## config.mk

```make
export PLATFORM = sky130hd
export DESIGN_NAME = fast_counters
export DESIGN_NICKNAME = d
export VERILOG_FILES = /design/src/fast_counters_pkg.sv /design/src/fast_counters.sv
export SDC_FILE = /design/constraint.sdc
export NUM_CORES = 1
export LEC_CHECK = 0
export ABC_AREA = 1
export BUFFER_PORTS_ARGS = -buffer_cell sky130_fd_sc_hd__buf_4
export CORE_MARGIN = 2
export CORE_UTILIZATION = 60
export CTS_CLUSTER_SIZE = 30
export DETAILED_ROUTE_END_ITERATION = 6
export GPL_TIMING_DRIVEN = 0
export PLACE_DENSITY_LB_ADDON = 0.1
export SYNTH_ARGS = -nofsm -noshare
export SYNTH_HDL_FRONTEND = slang
export SYNTH_SLANG_ARGS = --single-unit
```

## constraint.sdc

```tcl
create_clock -name pclk -period 4.7 [get_ports pclk]
set_clock_uncertainty 0.15 [all_clocks]
set_input_delay 0.235 -clock pclk [delete_from_list [all_inputs] [get_ports pclk]]
set_output_delay 0.235 -clock pclk [all_outputs]
set_load 0.01 [all_outputs]
```

## src/fast_counters_pkg.sv

```systemverilog
// constants and types for the pulse rate and up/down counter block
package fast_counters_pkg;
    localparam int NUM_CH = 4;
    localparam int CLK_HZ = 40_000_000;
    // frequency gate time in milliseconds
    localparam int GATE_MS = 1000;
    localparam int GATE_CYCLES_DFLT = CLK_HZ / 1000 * GATE_MS;

    typedef logic [15:0] count_t;

    // mode codes are the ascii letters of the two functions
    localparam logic [7:0] MODE_RATE = 8'h46;
    localparam logic [7:0] MODE_UPDOWN = 8'h48;

    localparam count_t RATE_SP_MAX = 16'h03E8;
    localparam count_t UPDOWN_MAX = 16'h7D00;
    localparam count_t RATE_VALID_MIN = 16'h0004;
    localparam count_t RATE_VALID_MAX = 16'h03E8;
    localparam count_t COUNT_SAT = 16'hFFFF;

    // channel control word, bits 11:0 of the control register
    typedef struct packed {
        logic [7:0] mode;
        logic retentive;
        logic direction;
        logic reset_coil;
        logic enable;
    } chan_ctrl_t;

    localparam chan_ctrl_t CTRL_RST_UPDOWN =
        '{MODE_UPDOWN, 1'b0, 1'b0, 1'b0, 1'b0};
    localparam chan_ctrl_t CTRL_RST_RATE =
        '{MODE_RATE, 1'b0, 1'b0, 1'b0, 1'b0};

    // byte addresses; channel n occupies 0x10*n .. 0x10*n+0x0C
    localparam logic [1:0] OFS_CTRL = 2'h0;
    localparam logic [1:0] OFS_SETPOINT = 2'h1;
    localparam logic [1:0] OFS_ACTUAL = 2'h2;
    localparam logic [1:0] OFS_STATUS = 2'h3;
    localparam logic [7:0] ADDR_RUN = 8'h40;
    localparam logic [7:0] ADDR_SCAN = 8'h44;

    localparam int STAT_CONTACT = 0;
    localparam int STAT_RANGE_OK = 1;
    localparam logic RUN_RST = 1'b0;
    localparam count_t SETPOINT_RST = 16'h0000;
endpackage

```

## src/fast_counters.sv

```systemverilog
// four hardware counters: two up/down pulse counters, two rate counters
//
// Contract
// RULE1: each channel holds a mode code, F for rate, H for up/down
// RULE2: rate setpoint accepts 0 to 1000, larger writes clamp to 1000
// RULE3: rate readings are valid from 4 Hz to 1000 Hz, flagged in status
// RULE4: rate pulses counted over a one-second gate, then published
// RULE5: rate contact closes once a reading above the setpoint is taken
// RULE6: rate contact opens when a later reading falls below setpoint
// RULE7: removing rate enable clears the actual value to zero
// RULE8: rate reset coil forces the actual value to zero
// RULE9: direction coil has no effect in rate mode
// RULE10: each channel counts from its own fixed input pin
// RULE11: pulse source keeps the input rate at or below 1 kHz
// RULE12: each high and low phase lasts at least 0.5 ms
// RULE13: counting runs freely; contacts hand over once per scan
// RULE14: up/down contact closed while actual is at least setpoint
// RULE15: up/down counter counts only while enable is 1
// RULE16: direction 0 counts up, direction 1 counts down
// RULE17: up/down setpoint accepts 0 to 32000, larger writes clamp
// RULE18: up/down value saturates at 32000 and at 0, never wraps
// RULE19: value holds when no pulses arrive or enable is absent
// RULE20: counting down, contact opens at one below the setpoint
// RULE21: reset coil holds value at zero and ignores pulses
// RULE22: retentive value survives run to stop and can be restored
// RULE23: each rising edge moves the value by exactly one
// RULE24: inputs are synchronised before edge detection
`timescale 1ns/100ps
module fast_counters
    import fast_counters_pkg::*;
#(
    parameter int unsigned GATE_CYCLES = GATE_CYCLES_DFLT
)
(
    // clock and reset
    input wire logic pclk,
    input wire logic presetn,
    // apb slave
    input wire logic [7:0] paddr,
    input wire logic psel,
    input wire logic penable,
    input wire logic pwrite,
    input wire logic [31:0] pwdata,
    output logic [31:0] prdata,
    output logic pready,
    output logic pslverr,
    // pulse inputs
    input wire logic count_input_a,
    input wire logic count_input_b,
    input wire logic rate_input_a,
    input wire logic rate_input_b,
    // contacts as handed to the program at each scan
    output logic [NUM_CH-1:0] threshold_contact
);
    localparam logic [31:0] GATE_LAST = 32'(GATE_CYCLES - 1);

    chan_ctrl_t ctrl [NUM_CH];
    count_t setpoint [NUM_CH];
    count_t actual [NUM_CH];
    count_t pulse_cnt [NUM_CH];
    logic [31:0] gate_cnt [NUM_CH];
    logic [NUM_CH-1:0] rate_hit;
    logic [NUM_CH-1:0] range_ok;
    logic run;
    logic run_prev;
    logic [NUM_CH-1:0] sync_a;
    logic [NUM_CH-1:0] sync_b;
    logic [NUM_CH-1:0] sync_c;
    logic [NUM_CH-1:0] pulse_in;
    logic [NUM_CH-1:0] pulse_edge;
    logic [NUM_CH-1:0] rate_active;
    logic [NUM_CH-1:0] gate_done;
    logic [NUM_CH-1:0] contact_now;
    logic [NUM_CH-1:0] wr_ctrl;
    logic [NUM_CH-1:0] wr_setpoint;
    logic [NUM_CH-1:0] wr_actual;
    logic access;
    logic commit;
    logic wr;
    logic stop_edge;
    logic [31:0] read_word;

    function automatic count_t sp_limit(logic [7:0] mode, count_t v);
        count_t lim;
        lim = (mode == MODE_RATE) ? RATE_SP_MAX : UPDOWN_MAX;
        return (v > lim) ? lim : v;
    endfunction

    function automatic count_t updown_step(count_t v, logic down);
        if (down)
        begin
            return (v == 16'h0000) ? v : count_t'(v - 16'h0001);
        end
        return (v >= UPDOWN_MAX) ? UPDOWN_MAX : count_t'(v + 16'h0001);
    endfunction

    function automatic count_t sat_add(count_t v, logic inc);
        if (inc && v != COUNT_SAT)
        begin
            return count_t'(v + 16'h0001);
        end
        return v;
    endfunction

    function automatic logic addr_ok(logic [7:0] a);
        return (a[7:6] == 2'b00) || a == ADDR_RUN || a == ADDR_SCAN;
    endfunction

    function automatic logic chan_hit(logic [7:0] a, int ch,
                                      logic [1:0] ofs);
        return a[7:6] == 2'b00 && a[5:4] == 2'(ch) && a[3:2] == ofs;
    endfunction

    // fixed pin per channel: 0,1 up/down, 2,3 rate
    assign pulse_in = {rate_input_b, rate_input_a,
                       count_input_b, count_input_a}; // RULE10

    // two-stage synchroniser, third stage for edge detection
    always_ff @(posedge pclk or negedge presetn)
    begin
        if (!presetn)
        begin
            sync_a <= '0;
            sync_b <= '0;
            sync_c <= '0;
        end
        else
        begin
            sync_a <= pulse_in; // RULE24
            sync_b <= sync_a;
            sync_c <= sync_b;
        end
    end

    assign pulse_edge = sync_b & ~sync_c; // RULE23

    // apb handshake: one wait state, data and error registered
    assign access = psel & penable;
    assign commit = access & pready;
    assign wr = commit & pwrite & addr_ok(paddr);
    assign stop_edge = run_prev & ~run;

    always_comb
    begin
        for (int i = 0; i < NUM_CH; i++)
        begin
            wr_ctrl[i] = wr && chan_hit(paddr, i, OFS_CTRL);
            wr_setpoint[i] = wr && chan_hit(paddr, i, OFS_SETPOINT);
            wr_actual[i] = wr && chan_hit(paddr, i, OFS_ACTUAL);
            rate_active[i] = run && ctrl[i].enable &&
                             !ctrl[i].reset_coil &&
                             ctrl[i].mode == MODE_RATE;
            gate_done[i] = rate_active[i] && gate_cnt[i] == GATE_LAST;
            if (ctrl[i].mode == MODE_UPDOWN)
            begin
                contact_now[i] = actual[i] >= setpoint[i]; // RULE14 RULE20
            end
            else
            begin
                contact_now[i] = rate_hit[i];
            end
        end
    end

    always_comb
    begin
        read_word = 32'h0000_0000;
        if (paddr == ADDR_RUN)
        begin
            read_word = {31'h0000_0000, run};
        end
        else if (paddr == ADDR_SCAN)
        begin
            read_word = {28'h000_0000, threshold_contact};
        end
        else if (paddr[7:6] == 2'b00)
        begin
            unique case (paddr[3:2])
                OFS_CTRL: read_word = {20'h0_0000, ctrl[paddr[5:4]]};
                OFS_SETPOINT: read_word = {16'h0000, setpoint[paddr[5:4]]};
                OFS_ACTUAL: read_word = {16'h0000, actual[paddr[5:4]]};
                OFS_STATUS:
                    read_word = {30'h0000_0000, range_ok[paddr[5:4]],
                                 contact_now[paddr[5:4]]};
            endcase
        end
    end

    always_ff @(posedge pclk or negedge presetn)
    begin
        if (!presetn)
        begin
            pready <= 1'b0;
            pslverr <= 1'b0;
            prdata <= 32'h0000_0000;
        end
        else
        begin
            pready <= access & ~pready;
            pslverr <= access & ~pready & ~addr_ok(paddr);
            if (access && !pready)
            begin
                prdata <= addr_ok(paddr) ? read_word : 32'h0000_0000;
            end
        end
    end

    // run / stop state of the control program
    always_ff @(posedge pclk or negedge presetn)
    begin
        if (!presetn)
        begin
            run <= RUN_RST;
            run_prev <= RUN_RST;
        end
        else
        begin
            run_prev <= run;
            if (wr && paddr == ADDR_RUN)
            begin
                run <= pwdata[0];
            end
        end
    end

    // control words; unknown mode codes leave the mode unchanged
    always_ff @(posedge pclk or negedge presetn)
    begin
        if (!presetn)
        begin
            for (int i = 0; i < NUM_CH; i++)
            begin
                ctrl[i] <= (i < 2) ? CTRL_RST_UPDOWN : CTRL_RST_RATE;
            end
        end
        else
        begin
            for (int i = 0; i < NUM_CH; i++)
            begin
                if (wr_ctrl[i])
                begin
                    ctrl[i][3:0] <= pwdata[3:0];
                    if (pwdata[11:4] == MODE_RATE ||
                        pwdata[11:4] == MODE_UPDOWN)
                    begin
                        ctrl[i].mode <= pwdata[11:4]; // RULE1
                    end
                end
            end
        end
    end

    // setpoints, clamped to the range of the current mode
    always_ff @(posedge pclk or negedge presetn)
    begin
        if (!presetn)
        begin
            for (int i = 0; i < NUM_CH; i++)
            begin
                setpoint[i] <= SETPOINT_RST;
            end
        end
        else
        begin
            for (int i = 0; i < NUM_CH; i++)
            begin
                if (wr_setpoint[i])
                begin
                    setpoint[i] <= sp_limit(ctrl[i].mode,
                                            pwdata[15:0]); // RULE2 RULE17
                end
                else if (wr_ctrl[i] && (pwdata[11:4] == MODE_RATE ||
                                        pwdata[11:4] == MODE_UPDOWN))
                begin
                    setpoint[i] <= sp_limit(pwdata[11:4], setpoint[i]);
                end
            end
        end
    end

    // gate timer and pulse accumulator, free of the scan
    always_ff @(posedge pclk or negedge presetn)
    begin
        if (!presetn)
        begin
            for (int i = 0; i < NUM_CH; i++)
            begin
                gate_cnt[i] <= 32'h0000_0000;
                pulse_cnt[i] <= 16'h0000;
            end
        end
        else
        begin
            for (int i = 0; i < NUM_CH; i++)
            begin
                if (!rate_active[i])
                begin
                    gate_cnt[i] <= 32'h0000_0000;
                    pulse_cnt[i] <= 16'h0000;
                end
                else if (gate_done[i])
                begin
                    gate_cnt[i] <= 32'h0000_0000; // RULE4
                    pulse_cnt[i] <= 16'h0000;
                end
                else
                begin
                    gate_cnt[i] <= gate_cnt[i] + 32'h0000_0001;
                    pulse_cnt[i] <= sat_add(pulse_cnt[i], pulse_edge[i]);
                end
            end
        end
    end

    // actual values of both modes
    always_ff @(posedge pclk or negedge presetn)
    begin
        if (!presetn)
        begin
            for (int i = 0; i < NUM_CH; i++)
            begin
                actual[i] <= 16'h0000;
            end
        end
        else
        begin
            for (int i = 0; i < NUM_CH; i++)
            begin
                if (ctrl[i].mode == MODE_UPDOWN)
                begin
                    if (ctrl[i].reset_coil)
                    begin
                        actual[i] <= 16'h0000; // RULE21
                    end
                    else if (wr_actual[i] && !run)
                    begin
                        actual[i] <= sp_limit(MODE_UPDOWN,
                                              pwdata[15:0]); // RULE22
                    end
                    else if (stop_edge && !ctrl[i].retentive)
                    begin
                        actual[i] <= 16'h0000; // RULE22
                    end
                    else if (run && ctrl[i].enable && pulse_edge[i])
                    begin
                        // RULE15 RULE16 RULE18 RULE19 RULE23
                        actual[i] <= updown_step(actual[i],
                                                 ctrl[i].direction);
                    end
                end
                else
                begin
                    if (!ctrl[i].enable)
                    begin
                        actual[i] <= 16'h0000; // RULE7
                    end
                    else if (ctrl[i].reset_coil)
                    begin
                        actual[i] <= 16'h0000; // RULE8
                    end
                    else if (stop_edge && !ctrl[i].retentive)
                    begin
                        actual[i] <= 16'h0000;
                    end
                    else if (gate_done[i])
                    begin
                        // RULE4 RULE9
                        actual[i] <= sat_add(pulse_cnt[i], pulse_edge[i]);
                    end
                end
            end
        end
    end

    // rate contact and validity flag, updated at each gate end
    always_ff @(posedge pclk or negedge presetn)
    begin
        if (!presetn)
        begin
            rate_hit <= '0;
            range_ok <= '0;
        end
        else
        begin
            for (int i = 0; i < NUM_CH; i++)
            begin
                if (ctrl[i].mode != MODE_RATE || !ctrl[i].enable ||
                    ctrl[i].reset_coil)
                begin
                    rate_hit[i] <= 1'b0;
                    range_ok[i] <= 1'b0;
                end
                else if (gate_done[i])
                begin
                    if (sat_add(pulse_cnt[i], pulse_edge[i]) > setpoint[i])
                    begin
                        rate_hit[i] <= 1'b1; // RULE5
                    end
                    else if (sat_add(pulse_cnt[i], pulse_edge[i]) <
                             setpoint[i])
                    begin
                        rate_hit[i] <= 1'b0; // RULE6
                    end
                    range_ok[i] <=
                        sat_add(pulse_cnt[i], pulse_edge[i]) >=
                            RATE_VALID_MIN &&
                        sat_add(pulse_cnt[i], pulse_edge[i]) <=
                            RATE_VALID_MAX; // RULE3
                end
            end
        end
    end

    // contacts are handed over only when the program strobes a scan
    always_ff @(posedge pclk or negedge presetn)
    begin
        if (!presetn)
        begin
            threshold_contact <= '0;
        end
        else if (wr && paddr == ADDR_SCAN)
        begin
            threshold_contact <= contact_now; // RULE13
        end
    end
endmodule

```

== Word level (Yosys, flattened, before mapping) ==
Cells that the tools add are included.
Storage, ports and cells
  register bits: 428
  output and inout port bits: 38
  logic and storage cells: 546
Cells by class
  add/subtract/negate cells: 16
  order comparisons: 35
  equality and inequality tests: 46
  muxes and demuxes: 248
  bitwise operators: 13
  reduce and logical (&&, ||, !) cells: 135
Operators by type and width (number)
  2-to-1 mux 16 bit: 121
  2-to-1 mux 32 bit: 12
  adder 16 x 1 -> 16 bit (second input constant): 8
  adder 32 x 1 -> 32 bit (second input constant): 4
  equality test 32 x 26 -> 1 bit (second input constant): 4
  case mux 32 bit (4 select lines): 1
  > comparator 16 bit: 7
  2-to-1 mux 1 bit: 102
  equality test 8 x 7 -> 1 bit (second input constant): 12
  > comparator 16 x 15 -> 1 bit: 5
  2-to-1 mux 15 bit: 5
  logical AND 1 bit: 71
  binary-select mux 16 bit (select 2 bit): 2
  >= comparator 16 x 15 -> 1 bit (second input constant): 4
  >= comparator 16 bit: 4
  >= comparator 16 x 3 -> 1 bit (second input constant): 4
  less-or-equal comparator 16 x 10 -> 1 bit (second input constant): 4
  logical NOT 16 bit: 4
  less-than comparator 16 bit: 4
  != test 16 bit (second input constant): 4
  subtractor 16 x 1 -> 16 bit (second input constant): 4
  != test 8 x 7 -> 1 bit (second input constant): 4
  != test 7 bit (second input constant): 4
  binary-select mux 12 bit (select 2 bit): 1
  other kinds (22): 98

== Logic depth before layout (Yosys ltp) ==
  word-level depth: 22
  gate-level depth with buffers: 20
  depth with buffers taken out: 20

== Worst setup path after synthesis ==
No wires, ideal clock.
  kind: input -> register
  start: in pwdata[4]
  end: reg setpoint[51] (netlist name)
  arrival time: 3761 ps
  required time: 4421 ps
  slack: 660 ps
  stages on the path: 15
  path buffers: 2
  cell sequence: buf_2 inv_2 nand4_1 nor2_1 inv_1 ha_1 nand2_1 inv_1 nand3_1 o211a_1 o21ai_0 nand3_1 nand2_2 buf_4 a31oi_1
Between the ends
  word-level cells in the longest chain between the ends: 5
RTL lines
  from (decl): line fast_counters.sv:43  | input wire logic [31:0] pwdata,
  equality test 8 x 7 -> 1 bit (on tied branches): line fast_counters.sv:85, fast_counters.sv:272, fast_counters.sv:273
  2-to-1 mux 15 bit or logical OR 1 bit (tied branches): line fast_counters.sv:85, fast_counters.sv:272
  > comparator 16 bit (tied with other cells): line fast_counters.sv:86  | return (v > lim) ? lim : v;
  nonzero test 2 bit (no line) or 2-to-1 mux 16 bit (tied branches)
  AND reduction 2 bit (no line) or 2-to-1 mux 16 bit (tied branches)
  to (signal, indexed assignment): line fast_counters.sv:269  | setpoint[i] <= sp_limit(ctrl[i].mode,
  to (signal, indexed assignment): line fast_counters.sv:275  | setpoint[i] <= sp_limit(pwdata[11:4], setpoint[i]);
  to (decl): line fast_counters.sv:58  | count_t setpoint [NUM_CH];
Parallel ways exist; a longest one is shown, timed or not. The select of a mux whose other input is x is not followed.
A chain may end at the register's enable or synchronous reset.

== Final worst setup path ==
  start: in pwdata[7]
  end: reg setpoint[62] (netlist name)
The elaborated chain is that of the path after synthesis.

==> out/results.txt <==
post-synthesis mux area share = 0.0324%
Port Buf Inserts = 49
vias after detailed routing = 31,800
CP max-delay cell = o21ai_0
fin util = 67.0%
max-slew violation count = 0
Starting DRT DRC Count = 3,842
count of different cell masters after synthesis = 67
final setup fails = 0
Final Net Count = 4,861
Inst Count DP = 5,196
Final Cycle Share = 96.2%
Fill cells = 4,622
drc violations = 0
area share of the largest cell type after synthesis = 32.5%
area share of fa/ha/maj cells after synthesis = 9.06%
unrepaired setup endpoints after global routing = no
CP dominant cell by count = o21ai_0
Hold Violations, Final = 0
Final GP Congestion = 1.12
Area contributors post-synth = dfrtp_1 33%, nand2_1 11%, ha_1 9.1%
DR vias/cell = 5.99
Synth Cell Area = 0.0309 sq mm
fmax = 0.221 GHz
RR Startpoint = ctrl[10]$_DFFE_PN1P_
number of I/O pins = 87
CP max FO = 15
Die Height = 231 um
largest net degree at the start of global routing = 121
number of synthesized flops with an enable pin = 0
Cell Chain, Critical Path = dlygate4sd3_1 > buf_4 > inv_1 > nand4_1 > nor2_4 > clkinvlp_4 > ha_1 > nand2_1 > inv_1 > nand3_1 > o211a_1 > o21ai_0 > nand2_1 > o21ai_0 > o21ai_0
Setup Fix Bufs, Post-CTS = 0
post-synthesis compound-gate area fraction = 15.5%
Worst-Margin Slew = 1070 ps
Rows = 83
Final Instance Count excl. Fillers = 5,311
starting density of the core = 60.5%
first-pass GRT wire length = 161 mm
CTS Buf Count = 49
CTS tree = built
Clock Tree Buf Depth = 3
Worst Hold Class = input port to asynchronous set/reset pin
Max-Cap Viols = 0
FF-to-FF path depth = 19
Slew HR = 28.1%
Clock Latency Late Sink = 620 ps
Critical Path Start Type = input port
post-synthesis simple-gate area fraction = 29.6%
Post-Synthesis Cells = 4,448
CTS root buf = clkbuf_16
routed length per instance = 19.4 um
leading area contributor after synthesis = dfrtp_1
Synth Flop Type = dfrtp_1
vias in the first global route = 28,900
Pwr Density = 289 mW/mm^2
ys async rst share = 100%
fin area = 0.0342 sq mm
final wirelength = 103 mm
CTS HTree Levels = 2
fin crit period = 4520 ps
Reg clk slew, reported paths = 60 ps
WP data required = 5010 ps
die area = 0.0534 sq mm
Synth Area in XOR/XNOR = 2.63%
kind of critical path = input port to register
post-synthesis sequential area ratio = 33.4%
Clock Sinks = 412
total global routing overflow = 0
DP Area = 0.0323 sq mm
Core ar. = 0.0511 sq mm
Final HPWL DP = 78.8 mm
initial antenna violation count = 5
proportion of layout cells with a drive suffix above 1 = 6.24%
LEAKAGE = 16.6 nW
number of routed nets with antenna violations = 0
peak supply drop = 0.313 mV
reg-to-reg endpoint = setpoint[14]$_DFFE_PN0P_
Area Growth Syn to Fin = 10.7%
Die Width = 231 um
CP max stage delay = 590 ps
YS warnings = 0
Initial DRT Pass Iterations = 6
syn_area_per_cell = 6.95 sq um
outcome = completed
GRT Overall Usage = 38.5%
endpoint type of the worst setup path = register
R2R setup slack = 630 ps
Worst EP arrival = 4830 ps
largest family of logic cells by synthesized area = simple AND/OR/NAND/NOR gates
Yosys reg bits = 412
-- kinds of logic after synthesis --
family,Yosys count
other,1
muxes,1
DFF,412
AOI/OAI and AO/OA,829
adders and majority gates,224
and+or+nand+nor,2120
xor gates and xnor gates,93
buffers and inverters,768
-- repair_timing --
action,in CTS,in global routing
resized for setup,0,2
hold buffers,20,0
endpoints found under the hold margin,142,0
endpoints found under the setup margin,0,13
-- layout by cell type, fill, tap and decap left out, types with 9 or more instances in the layout --
cell and count:
o31ai_1 13, o2111ai_1 9, nor2_2 10, nor3_2 11, buf_2 25, clkbuf_16 49
xnor2_1 12, a31oi_1 23, nand2_1 918, nor2_1 607, a221oi_1 10, o21a_1 14
a211oi_1 11, o32ai_1 12, ha_1 224, o21ai_0 269, xor2_1 81, dfstp_2 10
nand3_1 237, o22ai_1 56, inv_2 15, conb_1 16, inv_1 618, dfrtp_1 402
a21oi_1 290, clkbuf_8 11, clkbuf_1 82, a22oi_1 23, nor4_1 31, buf_4 70
dlygate4sd3_1 20, a21o_1 10, o21ai_1 16, nand4_1 105, nand2_2 15, nor3_1 138
o211ai_1 20
-- cells in the mapped netlist, drive strengths merged, types with 9 or more instances --
library cell / number
xor2: 81
clkbuf: 72
o22ai: 56
o21a: 14
buf: 57
a21oi: 292
a211oi: 11
nand2: 935
nand4: 107
a22oi: 23
dfrtp: 402
inv: 637
o31ai: 13
nor3: 151
o2111ai: 9
a31oi: 23
nand3: 242
o211ai: 20
a21o: 10
nor2: 625
nor4: 32
dfstp: 10
o32ai: 12
nor3b: 9
xnor2: 12
a221oi: 10
ha: 224
o21ai: 293
-- worst max-delay path, delay by kind of cell --
kind / cells / cell delay (ps)
buf+inv: 5 / 1700
compound gates: 4 / 1250
simple gates: 5 / 1180
fa+ha+maj: 1 / 440
-- how the worst max path moves through the flow --
stage	endpoint	slack (ps)	cells after the start	start
finish	setpoint[62]$_DFFE_PN0P_	180	15	pwdata[7]
global route	setpoint[62]$_DFFE_PN0P_	130	15	pwdata[7]
CTS	setpoint[60]$_DFFE_PN0P_	80	15	pwdata[7]
detailed placement	setpoint[60]$_DFFE_PN0P_	40	14	pwdata[7]
global placement	setpoint[62]$_DFFE_PN0P_	-1710	14	pwdata[7]
floorplan	setpoint[51]$_DFFE_PN0P_	660	15	pwdata[4]
-- state kept, by name, indices dropped and copies added, names as in the netlist --
register and count:
prdata 16, pready 1, ctrl 48, pulse_cnt 64
run 1, sync_c 4, range_ok 4, setpoint 64
sync_a 4, actual 64, gate_cnt 128, threshold_contact 4
pslverr 1, sync_b 4, rate_hit 4, run_prev 1
-- report_power, final --
group / switching (mW) / leakage [nW] / internal [mW]
Sequential: 0.286 / 5.25 / 3.70
Clock: 1.64 / 0.818 / 2.33
Combinational: 1.30 / 10.5 / 0.653
-- cell type report --
| cell class | count | area, sq um | share of cell area (%) |
|---|---|---|---|
| timing repair inverter | 1 | 5.00 | 0.0146 |
| antenna | 2 | 5.00 | 0.0146 |
| timing repair buffer | 73 | 686 | 2.00 |
| clock inverter | 22 | 263 | 0.768 |
| buffer | 129 | 621 | 1.81 |
| multi-input combinational | 3283 | 17700 | 51.6 |
| sequential | 412 | 10300 | 30.2 |
| clock buffer | 70 | 1420 | 4.13 |
| inverter | 639 | 2410 | 7.04 |
| tap | 680 | 851 | 2.49 |
-- metrics by stage --
stage	power, mW	worst slack [ps]	TNS [ps]	hold slack [ps]
floorplan	5.18	660	0	-211
global placement	5.83	-1710	-461690	183
detailed placement	5.87	40.0	0	74.9
CTS	9.83	77.6	0	4.58
global route	10.3	126	0	46.8
finish	9.90	177	0	20.4
-- routing by layer --
layer	track usage, %	part of all wire [%]
met1	55.1	42
met2	56.9	42
met3	7.71	12
met4	16.0	4.6
met5	0	0.085
(Power assumes the default switching activity.)
